<file path="config.mk">
export PLATFORM = sky130hd
export DESIGN_NAME = scpm_top
export DESIGN_NICKNAME = d
export VERILOG_FILES = /design/src/scpm_pkg.sv /design/src/scpm_top.sv
export VERILOG_INCLUDE_DIRS = /design/src
export SDC_FILE = /design/constraint.sdc
export NUM_CORES = 1
export LEC_CHECK = 0
export ABC_AREA = 1
export BUFFER_PORTS_ARGS = -buffer_cell sky130_fd_sc_hd__buf_2
export CAP_MARGIN = 20
export CORE_MARGIN = 2
export CORE_UTILIZATION = 63
export CTS_CLUSTER_SIZE = 14
export DETAILED_ROUTE_END_ITERATION = 16
export PLACE_DENSITY = 0.91
export REMOVE_ABC_BUFFERS = 1
export SKIP_CTS_REPAIR_TIMING = 1
export SLEW_MARGIN = 20
export SYNTH_ARGS = -nofsm -noshare
export SYNTH_HDL_FRONTEND = slang
export SYNTH_HIERARCHICAL = 1
export SYNTH_SLANG_ARGS = --single-unit
export TNS_END_PERCENT = 20
</file>
<file path="constraint.sdc">
create_clock -name clock -period 5.7 [get_ports clock]
set_input_delay 0.285 -clock clock [delete_from_list [all_inputs] [get_ports clock]]
set_output_delay 0.285 -clock clock [all_outputs]
set_load 0.02 [all_outputs]
</file>
<file path="src/scpm_regs.svh">
// constants for the serial unit mode and pin block: mode codes and timing counts
// assumes a single 50 MHz system clock; included by bare name
//
// Notes on behaviour
// - each unit runs SPI as master or slave, chosen by a role input
// - two-wire mode is master only; no two-wire slave logic exists
// - UART exists only on the first unit; the second treats it as disabled
// - FIFOs serve SPI and UART modes, never two-wire mode
// - FIFOs let software move one byte at a time per event
// - software may poll the FIFO data ports directly without events
// - pins 1 to 4 follow the per-mode table for SPI, two-wire and UART
// - mode field: 0 disabled, 1 UART, 2 SPI, 3 two-wire
`ifndef SCPM_REGS_SVH
`define SCPM_REGS_SVH

// ---------------------------------------------------------------
// mode field
// ---------------------------------------------------------------
`define SCPM_MODE_W 2
`define SCPM_MODE_OFF 2'h0
`define SCPM_MODE_UART 2'h1
`define SCPM_MODE_SPI 2'h2
`define SCPM_MODE_TWI 2'h3

// ---------------------------------------------------------------
// timing
// ---------------------------------------------------------------
`define SCPM_CLK_MHZ 50
`define SCPM_SPI_HALF_NS 80
`define SCPM_SPI_HALF_CYC ((`SCPM_SPI_HALF_NS * `SCPM_CLK_MHZ) / 1000)
`define SCPM_BYTE_BITS 8
`define SCPM_FIFO_DEPTH 4

`endif

</file>
<file path="src/scpm_pkg.sv">
// types for the serial unit mode and pin block
// assumes scpm_regs.svh is on the include path
`include "scpm_regs.svh"

package scpm_pkg;

	// operating mode as held in the two-bit field
	typedef enum logic [1:0] {
		SCPM_OFF = `SCPM_MODE_OFF,
		SCPM_UART = `SCPM_MODE_UART,
		SCPM_SPI = `SCPM_MODE_SPI,
		SCPM_TWI = `SCPM_MODE_TWI
	} scpm_mode_t;

	// spi byte engine
	typedef enum logic [1:0] {
		SCPM_ST_IDLE = 2'b00,
		SCPM_ST_SHIFT = 2'b01,
		SCPM_ST_DONE = 2'b10
	} scpm_spi_st_t;

endpackage : scpm_pkg

</file>
<file path="src/scpm_top.sv">
// pin routing, spi byte engine and data FIFOs of one serial unit
// assumes uart and two-wire engines sit outside and meet this block at plain ports;
// mode and control inputs come from registers on the same clock
`timescale 1ns/1ps
`include "scpm_regs.svh"

// ---------------------------------------------------------------
// small synchronous FIFO
// ---------------------------------------------------------------
module scpm_fifo #(
	parameter int WIDTH = 8,
	parameter int DEPTH = `SCPM_FIFO_DEPTH
) (
	input wire logic clock,
	input wire logic rst,
	input wire logic [WIDTH-1:0] in_data,
	input wire logic in_valid,
	output logic in_ready,
	output logic [WIDTH-1:0] out_data,
	output logic out_valid,
	input wire logic out_ready
);
	localparam int AW = $clog2(DEPTH);
	logic [WIDTH-1:0] mem [DEPTH];
	logic [AW-1:0] wr_q, rd_q;
	logic [AW:0] cnt_q, cnt_d;
	logic room_q, avail_q, push, pop;

	assign push = in_valid & room_q;
	assign pop = out_ready & avail_q;
	assign in_ready = room_q;
	assign out_valid = avail_q;
	assign out_data = mem[rd_q];

	// storage
	always_ff @(posedge clock) begin
		if (push) begin
			mem[wr_q] <= in_data;
		end
	end

	// occupancy
	always_comb begin
		cnt_d = cnt_q;
		if (push && !pop) begin
			cnt_d = cnt_q + (AW+1)'(1);
		end else if (pop && !push) begin
			cnt_d = cnt_q - (AW+1)'(1);
		end
	end

	// pointers and flags
	always_ff @(posedge clock or posedge rst) begin
		if (rst) begin
			wr_q <= '0;
			rd_q <= '0;
			cnt_q <= '0;
			room_q <= 1'b1;
			avail_q <= 1'b0;
		end else begin
			if (push) wr_q <= (wr_q == AW'(DEPTH - 1)) ? '0 : wr_q + AW'(1);
			if (pop) rd_q <= (rd_q == AW'(DEPTH - 1)) ? '0 : rd_q + AW'(1);
			cnt_q <= cnt_d;
			room_q <= (cnt_d != (AW+1)'(DEPTH));
			avail_q <= (cnt_d != '0);
		end
	end
endmodule // scpm_fifo

// ---------------------------------------------------------------
// serial unit top
// ---------------------------------------------------------------
module scpm_top import scpm_pkg::*; #(
	parameter bit IS_FIRST = 1'b1,
	parameter int HALF_CYC = `SCPM_SPI_HALF_CYC,
	parameter int DEPTH = `SCPM_FIFO_DEPTH
) (
	input wire logic clock,
	input wire logic rst,
	input wire logic [1:0] serial_unit_op_select,
	input wire logic spi_master_role,
	input wire logic uart_flow_en,
	input wire logic pb1_in,
	output logic pb1_out,
	output logic pb1_oe,
	input wire logic pb2_in,
	output logic pb2_out,
	output logic pb2_oe,
	input wire logic pb3_in,
	output logic pb3_out,
	output logic pb3_oe,
	input wire logic pb4_in,
	output logic pb4_out,
	output logic pb4_oe,
	input wire logic [7:0] tx_data,
	input wire logic tx_valid,
	output logic tx_ready,
	output logic [7:0] rx_data,
	output logic rx_valid,
	input wire logic rx_ready,
	output logic rx_byte_event,
	output logic rx_overrun,
	input wire logic uart_txd,
	input wire logic uart_rts_n,
	output logic uart_rxd,
	output logic uart_cts_n,
	input wire logic [7:0] uart_rx_byte,
	input wire logic uart_rx_strobe,
	output logic [7:0] uart_tx_byte,
	output logic uart_tx_avail,
	input wire logic uart_tx_take,
	input wire logic twi_sda_low,
	input wire logic twi_scl_low,
	output logic twi_sda_in,
	output logic twi_scl_in
);
	localparam logic [7:0] HALF = 8'(HALF_CYC);
	scpm_mode_t mode;
	scpm_spi_st_t st_q;
	logic [3:0] pin_s1_q, pin_s2_q;
	logic sclk_last_q, sclk_q, in_bit_q, rx_push;
	logic [7:0] shift_q, div_q, rx_in;
	logic [2:0] bit_q;
	logic spi_on, fifo_on, sclk_rise, sclk_fall, spi_pop;
	logic txf_valid, txf_pop, rxf_ready, rxf_valid, rxf_in_valid;
	logic [7:0] txf_data;
	logic [3:0] out_d, oe_d;

	// uart code on the second unit reads as disabled
	always_comb begin
		mode = scpm_mode_t'(serial_unit_op_select);
		if (mode == SCPM_UART && !IS_FIRST) mode = SCPM_OFF;
	end
	assign spi_on = (mode == SCPM_SPI);
	assign fifo_on = (mode == SCPM_SPI) || (mode == SCPM_UART);

	// two-flop synchronisers on pins 1 to 4
	always_ff @(posedge clock or posedge rst) begin
		if (rst) begin
			pin_s1_q <= 4'h0;
			pin_s2_q <= 4'h0;
		end else begin
			pin_s1_q <= {pb4_in, pb3_in, pb2_in, pb1_in};
			pin_s2_q <= pin_s1_q;
		end
	end

	// serial clock edges: own divider as master, pin 3 as slave
	always_ff @(posedge clock or posedge rst) begin
		if (rst) begin
			sclk_last_q <= 1'b0;
		end else begin
			sclk_last_q <= spi_master_role ? sclk_q : pin_s2_q[2];
		end
	end
	assign sclk_rise = spi_master_role ? (div_q == HALF - 8'h01 && !sclk_q)
		: (pin_s2_q[2] && !sclk_last_q);
	assign sclk_fall = spi_master_role ? (div_q == HALF - 8'h01 && sclk_q)
		: (!pin_s2_q[2] && sclk_last_q);

	// transmit and receive FIFOs
	assign txf_pop = fifo_on && (spi_on ? spi_pop : uart_tx_take);
	assign rxf_in_valid = fifo_on && (spi_on ? rx_push : uart_rx_strobe);
	assign rx_in = spi_on ? {shift_q[6:0], in_bit_q} : uart_rx_byte;

	// software writes one byte at a time and may poll ready instead of waiting
	scpm_fifo #(.WIDTH(8), .DEPTH(DEPTH)) u_txf (
		.clock(clock), .rst(rst),
		.in_data(tx_data), .in_valid(tx_valid && fifo_on), .in_ready(tx_ready),
		.out_data(txf_data), .out_valid(txf_valid), .out_ready(txf_pop)
	);
	// receive side, read directly by software when polling
	scpm_fifo #(.WIDTH(8), .DEPTH(DEPTH)) u_rxf (
		.clock(clock), .rst(rst),
		.in_data(rx_in), .in_valid(rxf_in_valid), .in_ready(rxf_ready),
		.out_data(rx_data), .out_valid(rxf_valid), .out_ready(rx_ready)
	);
	assign rx_valid = rxf_valid;

	// master start waits for a byte and for room to keep the answer
	assign spi_pop = (st_q == SCPM_ST_IDLE) && spi_on && txf_valid
		&& (spi_master_role ? rxf_ready : !pin_s2_q[3]);

	// spi byte engine, mode 0, msb first
	always_ff @(posedge clock or posedge rst) begin
		if (rst) begin
			st_q <= SCPM_ST_IDLE;
			shift_q <= 8'h00;
			bit_q <= 3'h0;
			in_bit_q <= 1'b0;
			rx_push <= 1'b0;
		end else begin
			rx_push <= 1'b0;
			unique case (st_q)
				SCPM_ST_IDLE: begin
					bit_q <= 3'h0;
					if (spi_pop) begin
						shift_q <= txf_data;
						st_q <= SCPM_ST_SHIFT;
					end else if (spi_on && !spi_master_role && !pin_s2_q[3]) begin
						shift_q <= 8'h00; // underrun: slave sends zeros
						st_q <= SCPM_ST_SHIFT;
					end
				end
				SCPM_ST_SHIFT: begin
					if (!spi_on || (!spi_master_role && pin_s2_q[3])) begin
						st_q <= SCPM_ST_IDLE;
					end else if (sclk_rise) begin
						in_bit_q <= pin_s2_q[1];
					end else if (sclk_fall) begin
						bit_q <= bit_q + 3'h1;
						if (bit_q == 3'(`SCPM_BYTE_BITS - 1)) begin
							rx_push <= 1'b1;
							st_q <= SCPM_ST_DONE;
						end else begin
							shift_q <= {shift_q[6:0], in_bit_q};
						end
					end
				end
				SCPM_ST_DONE: begin
					shift_q <= {shift_q[6:0], in_bit_q};
					if (spi_master_role || pin_s2_q[3]) st_q <= SCPM_ST_IDLE;
					else if (spi_pop) begin
						shift_q <= txf_data;
						st_q <= SCPM_ST_SHIFT;
					end
				end
				default: st_q <= SCPM_ST_IDLE;
			endcase
		end
	end

	// master clock divider, idles low between bytes
	always_ff @(posedge clock or posedge rst) begin
		if (rst) begin
			div_q <= 8'h00;
			sclk_q <= 1'b0;
		end else if (st_q == SCPM_ST_SHIFT && spi_master_role && spi_on) begin
			div_q <= (div_q == HALF - 8'h01) ? 8'h00 : div_q + 8'h01;
			if (div_q == HALF - 8'h01) sclk_q <= !sclk_q;
		end else begin
			div_q <= 8'h00;
			sclk_q <= 1'b0;
		end
	end

	// per-mode pin drive; open-drain pins enable only to pull low
	always_comb begin
		out_d = 4'h0;
		oe_d = 4'h0;
		unique case (mode)
			SCPM_SPI: begin
				out_d[0] = shift_q[7];
				oe_d[0] = 1'b1;
				out_d[2] = sclk_q;
				oe_d[2] = spi_master_role;
			end
			SCPM_TWI: begin
				oe_d[0] = twi_sda_low;
				oe_d[1] = twi_scl_low;
			end
			SCPM_UART: begin
				out_d[0] = uart_txd;
				oe_d[0] = 1'b1;
				out_d[3] = uart_rts_n;
				oe_d[3] = uart_flow_en;
			end
			SCPM_OFF: begin
				oe_d = 4'h0;
			end
		endcase
	end

	// registered pin outputs
	always_ff @(posedge clock or posedge rst) begin
		if (rst) begin
			{pb4_out, pb3_out, pb2_out, pb1_out} <= 4'h0;
			{pb4_oe, pb3_oe, pb2_oe, pb1_oe} <= 4'h0;
		end else begin
			{pb4_out, pb3_out, pb2_out, pb1_out} <= out_d;
			{pb4_oe, pb3_oe, pb2_oe, pb1_oe} <= oe_d;
		end
	end

	// registered views for the outside engines and events
	always_ff @(posedge clock or posedge rst) begin
		if (rst) begin
			uart_rxd <= 1'b1;
			uart_cts_n <= 1'b0;
			uart_tx_byte <= 8'h00;
			uart_tx_avail <= 1'b0;
			twi_sda_in <= 1'b1;
			twi_scl_in <= 1'b1;
			rx_byte_event <= 1'b0;
			rx_overrun <= 1'b0;
		end else begin
			uart_rxd <= (mode == SCPM_UART) ? pin_s2_q[1] : 1'b1;
			uart_cts_n <= (mode == SCPM_UART && uart_flow_en) ? pin_s2_q[2] : 1'b0;
			uart_tx_byte <= txf_data;
			uart_tx_avail <= (mode == SCPM_UART) && txf_valid && !uart_tx_take;
			twi_sda_in <= (mode == SCPM_TWI) ? pin_s2_q[0] : 1'b1;
			twi_scl_in <= (mode == SCPM_TWI) ? pin_s2_q[1] : 1'b1;
			rx_byte_event <= rxf_in_valid && rxf_ready && mode != SCPM_OFF;
			if (mode == SCPM_OFF) rx_overrun <= 1'b0;
			else if (rxf_in_valid && !rxf_ready) rx_overrun <= 1'b1;
		end
	end
endmodule // scpm_top

</file>
; ---- After elaboration in Yosys (flattened, before gate mapping)
; Memories as Yosys holds them, arrays and structs flattened.
; Index checks and enable logic that the tools add are counted.
[totals]
regBits = 73
ramBits = 64
input_bits = 34
out_inout_bits = 33
memories = 2
[op_classes]
n_addsub = 10
n_eq_ne = 23
n_mux = 63
bitwise = 5
n_reduce_logical = 53
[mem_list]
columns = memory, words, width, read_ports, rd_clocked_by_memory_dff, write_ports, line_no
row1 = u_rxf.mem, 4, 8, 1, 0, 1, scpm_top.sv:24  ; logic [WIDTH-1:0] mem [DEPTH];
row2 = u_txf.mem, 4, 8, 1, 0, 1, scpm_top.sv:24
[op_table]
columns = op, count
row1 = 2-to-1 mux 8 bit, 11
row2 = 2-to-1 mux 1 bit, 28
row3 = logical AND 1 bit, 25
row4 = 2-to-1 mux 2 bit, 12
row5 = case mux 8 bit (3 select lines), 1
row6 = 2-to-1 mux 3 bit, 7
row7 = inequality test 3 bit (second input constant), 6
row8 = equality test 2 bit (second input constant), 7
row9 = logical NOT 1 bit, 12
row10 = inequality test 2 bit (second input constant), 5
row11 = adder 3 x 1 -> 3 bit (second input constant), 3
row12 = nonzero test 3 bit, 3
row13 = adder 2 x 1 -> 2 bit (second input constant), 4
row14 = adder 8 x 1 -> 8 bit (second input constant), 1
row15 = equality test 8 x 2 -> 1 bit (second input constant), 1
row16 = case mux 2 bit (3 select lines), 1
row17 = case mux 3 bit (2 select lines), 1
row18 = AND reduction 6 bit, 1
row19 = nonzero test 2 bit, 3
row20 = subtractor 3 x 1 -> 3 bit (second input constant), 2
row21 = AND reduction 5 bit, 1
row22 = bitwise AND 1 bit, 4
row23 = equality test 2 x 1 -> 1 bit (second input constant), 2
row24 = logical NOT 2 bit, 2
row25 = 9 further kinds, 11

; ---- Depth between registers and ports, before layout
[depth]
word_depth = 11
depth_mapped = 15
mapped_depth_nobuf = 14

; ---- Modules after synthesis
; Netlist, hierarchy kept.
[by_module_without_submodules]
columns = mod, n_inst, cells_each, area_each_um2, seq_area_each_um2
row1 = scpm_top, 1, 299, 2573.7, 1380.1
row2 = scpm_fifo at u_rxf, 1, 157, 1806.7, 1187.4
row3 = scpm_fifo at u_txf, 1, 157, 1804.2, 1187.4

; ---- Least setup slack after synthesis
; No wires, ideal clock.
[synth_timing]
path_type = input to register
startpoint = in serial_unit_op_select[0]
endpoint = mem u_rxf.mem[0][0] (enable)
setup_time_ns = 0.371
arrival_time_ns = 1.544
required_ns = 5.329
setup_slack_ns = 3.785
path_stages = 8
n_path_buf = 1
path_cell_list = inv_1 ha_1 buf_6 clkinv_1 nor2_1 nor2_1 nand2_4 nor2_1
[synth_between]
elab_chain_len = 6
[synth_lines]
columns = element, line_no
row1 = "start, declared", scpm_top.sv:80  ; input wire logic [1:0] serial_unit_op_select,
row2 = equality test 2 bit or equality test 2 x 1 -> 1 bit (tied branches), "scpm_top.sv:134, scpm_top.sv:135"
row3 = 2-to-1 mux 1 bit or logical OR 1 bit (tied branches), "scpm_top.sv:163, scpm_top.sv:135"
row4 = logical AND 1 bit (*), scpm_top.sv:163  ; assign rxf_in_valid = fifo_on && (spi_on ? rx_push : uart_rx_strobe);
row5 = named net rxf_in_valid, scpm_top.sv:125  ; logic txf_valid, txf_pop, rxf_ready, rxf_valid, rxf_in_valid;
row6 = bitwise AND 1 bit (*), scpm_top.sv:29  ; assign push = in_valid & room_q;
row7 = 2-to-1 mux 1 bit (*), scpm_top.sv:37  ; if (push) begin
row8 = 2-to-1 mux 1 bit (implied by the code) (*), scpm_top.sv:38  ; mem[wr_q] <= in_data;
row9 = "end, declared", scpm_top.sv:24
; The timed path passes the listed nets; every way through them passes the cells marked *.

; ---- Worst setup path in the final report
[layout_timing]
startpoint = reg u_rxf.rd_q[0]
endpoint = out rx_data[3]
[layout_between]
elab_chain_len = 1
[layout_lines]
columns = element, line_no
row1 = "start, declared", scpm_top.sv:25  ; logic [AW-1:0] wr_q, rd_q;
row2 = "start signal, assigned", scpm_top.sv:62  ; if (pop) rd_q <= (rd_q == AW'(DEPTH - 1)) ? '0 : rd_q + AW'(1);
row3 = memory read (4 x 8 bit), -
row4 = "end, declared", scpm_top.sv:98  ; output logic [7:0] rx_data,
; Every way passes these cells.

==> summary.txt <==
Detailed routing
  – Pre-antenna DRT Iters: 5
  – DRT Wirelength: 13400 microns
  – Residual DRC: 0
  – Antenna-violating nets left: 0
  – 1st-iter DRT viols: 377
  – Via/cell ratio: 5.48
  – Vias: 4661
  – WL/cell: 15.8 microns

Timing
  – Count of pins over their slew limit: 0
  – Setup violations, final: 0
  – Clk_skew: 0.00952 ns
  – Fmax: 449 MHz
  – Rel. slew slack: 36.2%
  – Hold Violations, Final: 0
  – Least-Margin Pin Slew: 0.957 ns
  – Final setup margin: 3.47 ns
  – Fin crit period: 2.23 ns
  – Unrepaired setup endpoints after global routing: no
  – TNS Setup: 0 ns
  – Tcrit/Tclk final: 39.1%

Yosys
  – Syn. warnings: 6
  – Post-synthesis average cell area: 10.1 sq um
  – Register area share after synthesis: 60.7%
  – Cells after Synth: 613
  – FF+latch count, synth: 137
  – Cell Area, Synth: 6180 sq um
  – Netlist cell types: 34

Run
  – Maxcap violations: 0

Power
  – Worst VDD drop: 0.239 mV
  – Leak: 3.44 nW
  – Power Dens Cells: 477 nW/um^2
  – Design Power: 3.50 mW

Floorplanning
  – Cell Rows: 36
  – Total core area: 9640 sq um
  – Die ar.: 10600 sq um
  – Die height: 103 microns
  – Initial Util: 64.2%
  – Ports: 67
  – Die W: 103 microns

Setup path
  – Startpoint types: flop
  – R2r startpoint: st_q[0]$_DFFE_PP0P_
  – Depth of the most critical reg-to-reg path: 13
  – Reg-to-Reg End: u_txf/out_valid$_DFF_PP0_
  – WS Path Type: flop to output port
  – Setup crit end kind: output port
  – Worst EP required: 5.41 ns
  – Reg2reg setup slack: 3.61 ns
  – Arrival time at the worst endpoint: 1.94 ns
  – Critical path fanouts, max: 19

Min path
  – Hold endpoint: pb1_out$_DFF_PP0_
  – Worst min path class: input pin to flop
  – Hold Crit Start: uart_txd
  – Hold path cells: 3

Clock network
  – Clock Path Buffers: 2
  – Root Buffer: clkbuf_8
  – CTS H-tree lvls: 4
  – CTS tree: yes
  – Clk sink count: 137
  – Clock latency on the worst-skew pair: 0.53 ns
  – Total CTS buffers: 17
  – Worst-path clk slew: 0.06 ns

Global route
  – GRT overflow: 0
  – Number of global-route vias before repair: 4433
  – Total GRT Usage: 25.7%
  – Antenna violations before repair: 0
  – First-pass GRT wire length: 20400 microns
  – Largest net degree at the start of global routing: 56

Outcome
  – Status: complete, no violations

Layout
  – Share of cells above drive strength 1: 19.8%
  – Diode count: 0
  – Final core utilization: 76.2%
  – Nets: 764
  – Area Growth Syn to Fin: 18.8%

Placed design
  – DPL Wire Length: 8920 microns
  – Port Buffers: 65
  – Place WS: 3.08 ns
  – Gpl congestion: 0.866
[per-layer routing]
metal	track usage, %	vias to the layer above	part of all wire [%]
met5	0	-	0
met4	8.70	0	2.0
met1	31.0	2246	40
met3	7.05	27	6.2
li1	-	2184	-
met2	44.6	204	52
[through the flow]
stage	cell area (sq um)	instances	hold slack, ns
detailed placement	6610	801	0.305
CTS	7180	833	-0.257
floorplan	6120	603	0.112
global placement	6610	801	0.294
global route	7350	850	0.0182
finish	7350	850	0.0231
[final cells by class]
class                      count  area [sq um]
sequential                   137          3750
fill                         588          2290
timing repair buffer          82           495
clock buffer                  18           418
inverter                      75           304
clock inverter                14           148
multi-input combinational    391          2060
tap                          133           166
[sequential cells by signal, summed over array words and instances, names as in the netlist, 3 cells and up]
register / cells
u_rxf/mem: 32
u_txf/mem: 32
div_q: 8
shift_q: 8
uart_tx_byte: 8
pin_s1_q: 4
pin_s2_q: 4
bit_q: 3
u_rxf/cnt_q: 3
u_txf/cnt_q: 3
[cells in the mapped netlist (all sizes together)]
cell      n  area share (%)
nand2   161              12
inv      73             4.8
dfrtp    68              28
nor2     68             4.4
edfxtp   64              31
nand3    50             4.5
o21ai    49             4.0
ha       26             5.3
o22ai    17             1.7
buf       9             1.0
a21oi     8            0.65
dfstp     5             2.1
xor2      4            0.57
nand4     3            0.30
clkinv    2            0.14
nor3      2            0.16
clkbuf    1           0.061
conb      1           0.061
nor4      1            0.10
xnor2     1            0.14
[logic make-up (layout without fill, tap and decap cells)]
group | after synthesis | count (layout) | synth area share (%)
simple gates | 285 | 285 | 20.9
flops | 137 | 137 | 60.7
buf+inv | 85 | 189 | 5.97
compound gates | 74 | 74 | 6.39
fa+ha+maj | 26 | 26 | 5.26
xor+xnor | 5 | 5 | 0.708
other cells | 1 | 1 | 0.0606
[critical path: stages (launching register included)]
cell	delay (ns)
dfrtp_1	0.67
inv_2	0.23
o21ai_0	0.25
o22ai_1	0.10
buf_2	0.17
[placed cells by master (no fill, tap or decap), types with 5 or more instances in the layout]
cell type / n
nand2_4: 11
edfxtp_1: 64
nand3_1: 45
o21ai_0: 46
inv_6: 5
o22ai_1: 17
buf_2: 65
dfrtp_1: 68
nand2_1: 140
nand3_2: 5
ha_1: 26
a21oi_1: 8
inv_1: 63
dfstp_2: 5
nand2_2: 10
clkbuf_16: 16
dlygate4sd3_1: 17
nor2_1: 64
[where the power goes]
| group | leakage, nW | switching (mW) | total [mW] | internal (mW) |
|---|---|---|---|---|
| Combinational | 1.67 | 0.725 | 1.08 | 0.353 |
| Clock | 0.265 | 0.414 | 1.04 | 0.622 |
| Sequential | 1.50 | 0.160 | 1.39 | 1.23 |
[worst max path at each step]
stage / end / startpoint / slack [ns] / cells after the start
after detailed placement: u_rxf/mem[0][6]$_DFFE_PP_ / serial_unit_op_select[0] / 3.08 / 7
after floorplan: u_rxf/mem[0][0]$_DFFE_PP_ / serial_unit_op_select[0] / 3.66 / 6
after CTS: rx_data[3] / u_rxf/rd_q[0]$_DFFE_PP0P_ / 3.47 / 4
after global placement: u_rxf/out_valid$_DFF_PP0_ / serial_unit_op_select[0] / 3.27 / 14
final: rx_data[3] / u_rxf/rd_q[0]$_DFFE_PP0P_ / 3.47 / 4
after global routing: rx_data[4] / u_rxf/rd_q[0]$_DFFE_PP0P_ / 3.34 / 4
Power figures use the tool's default switching activity.
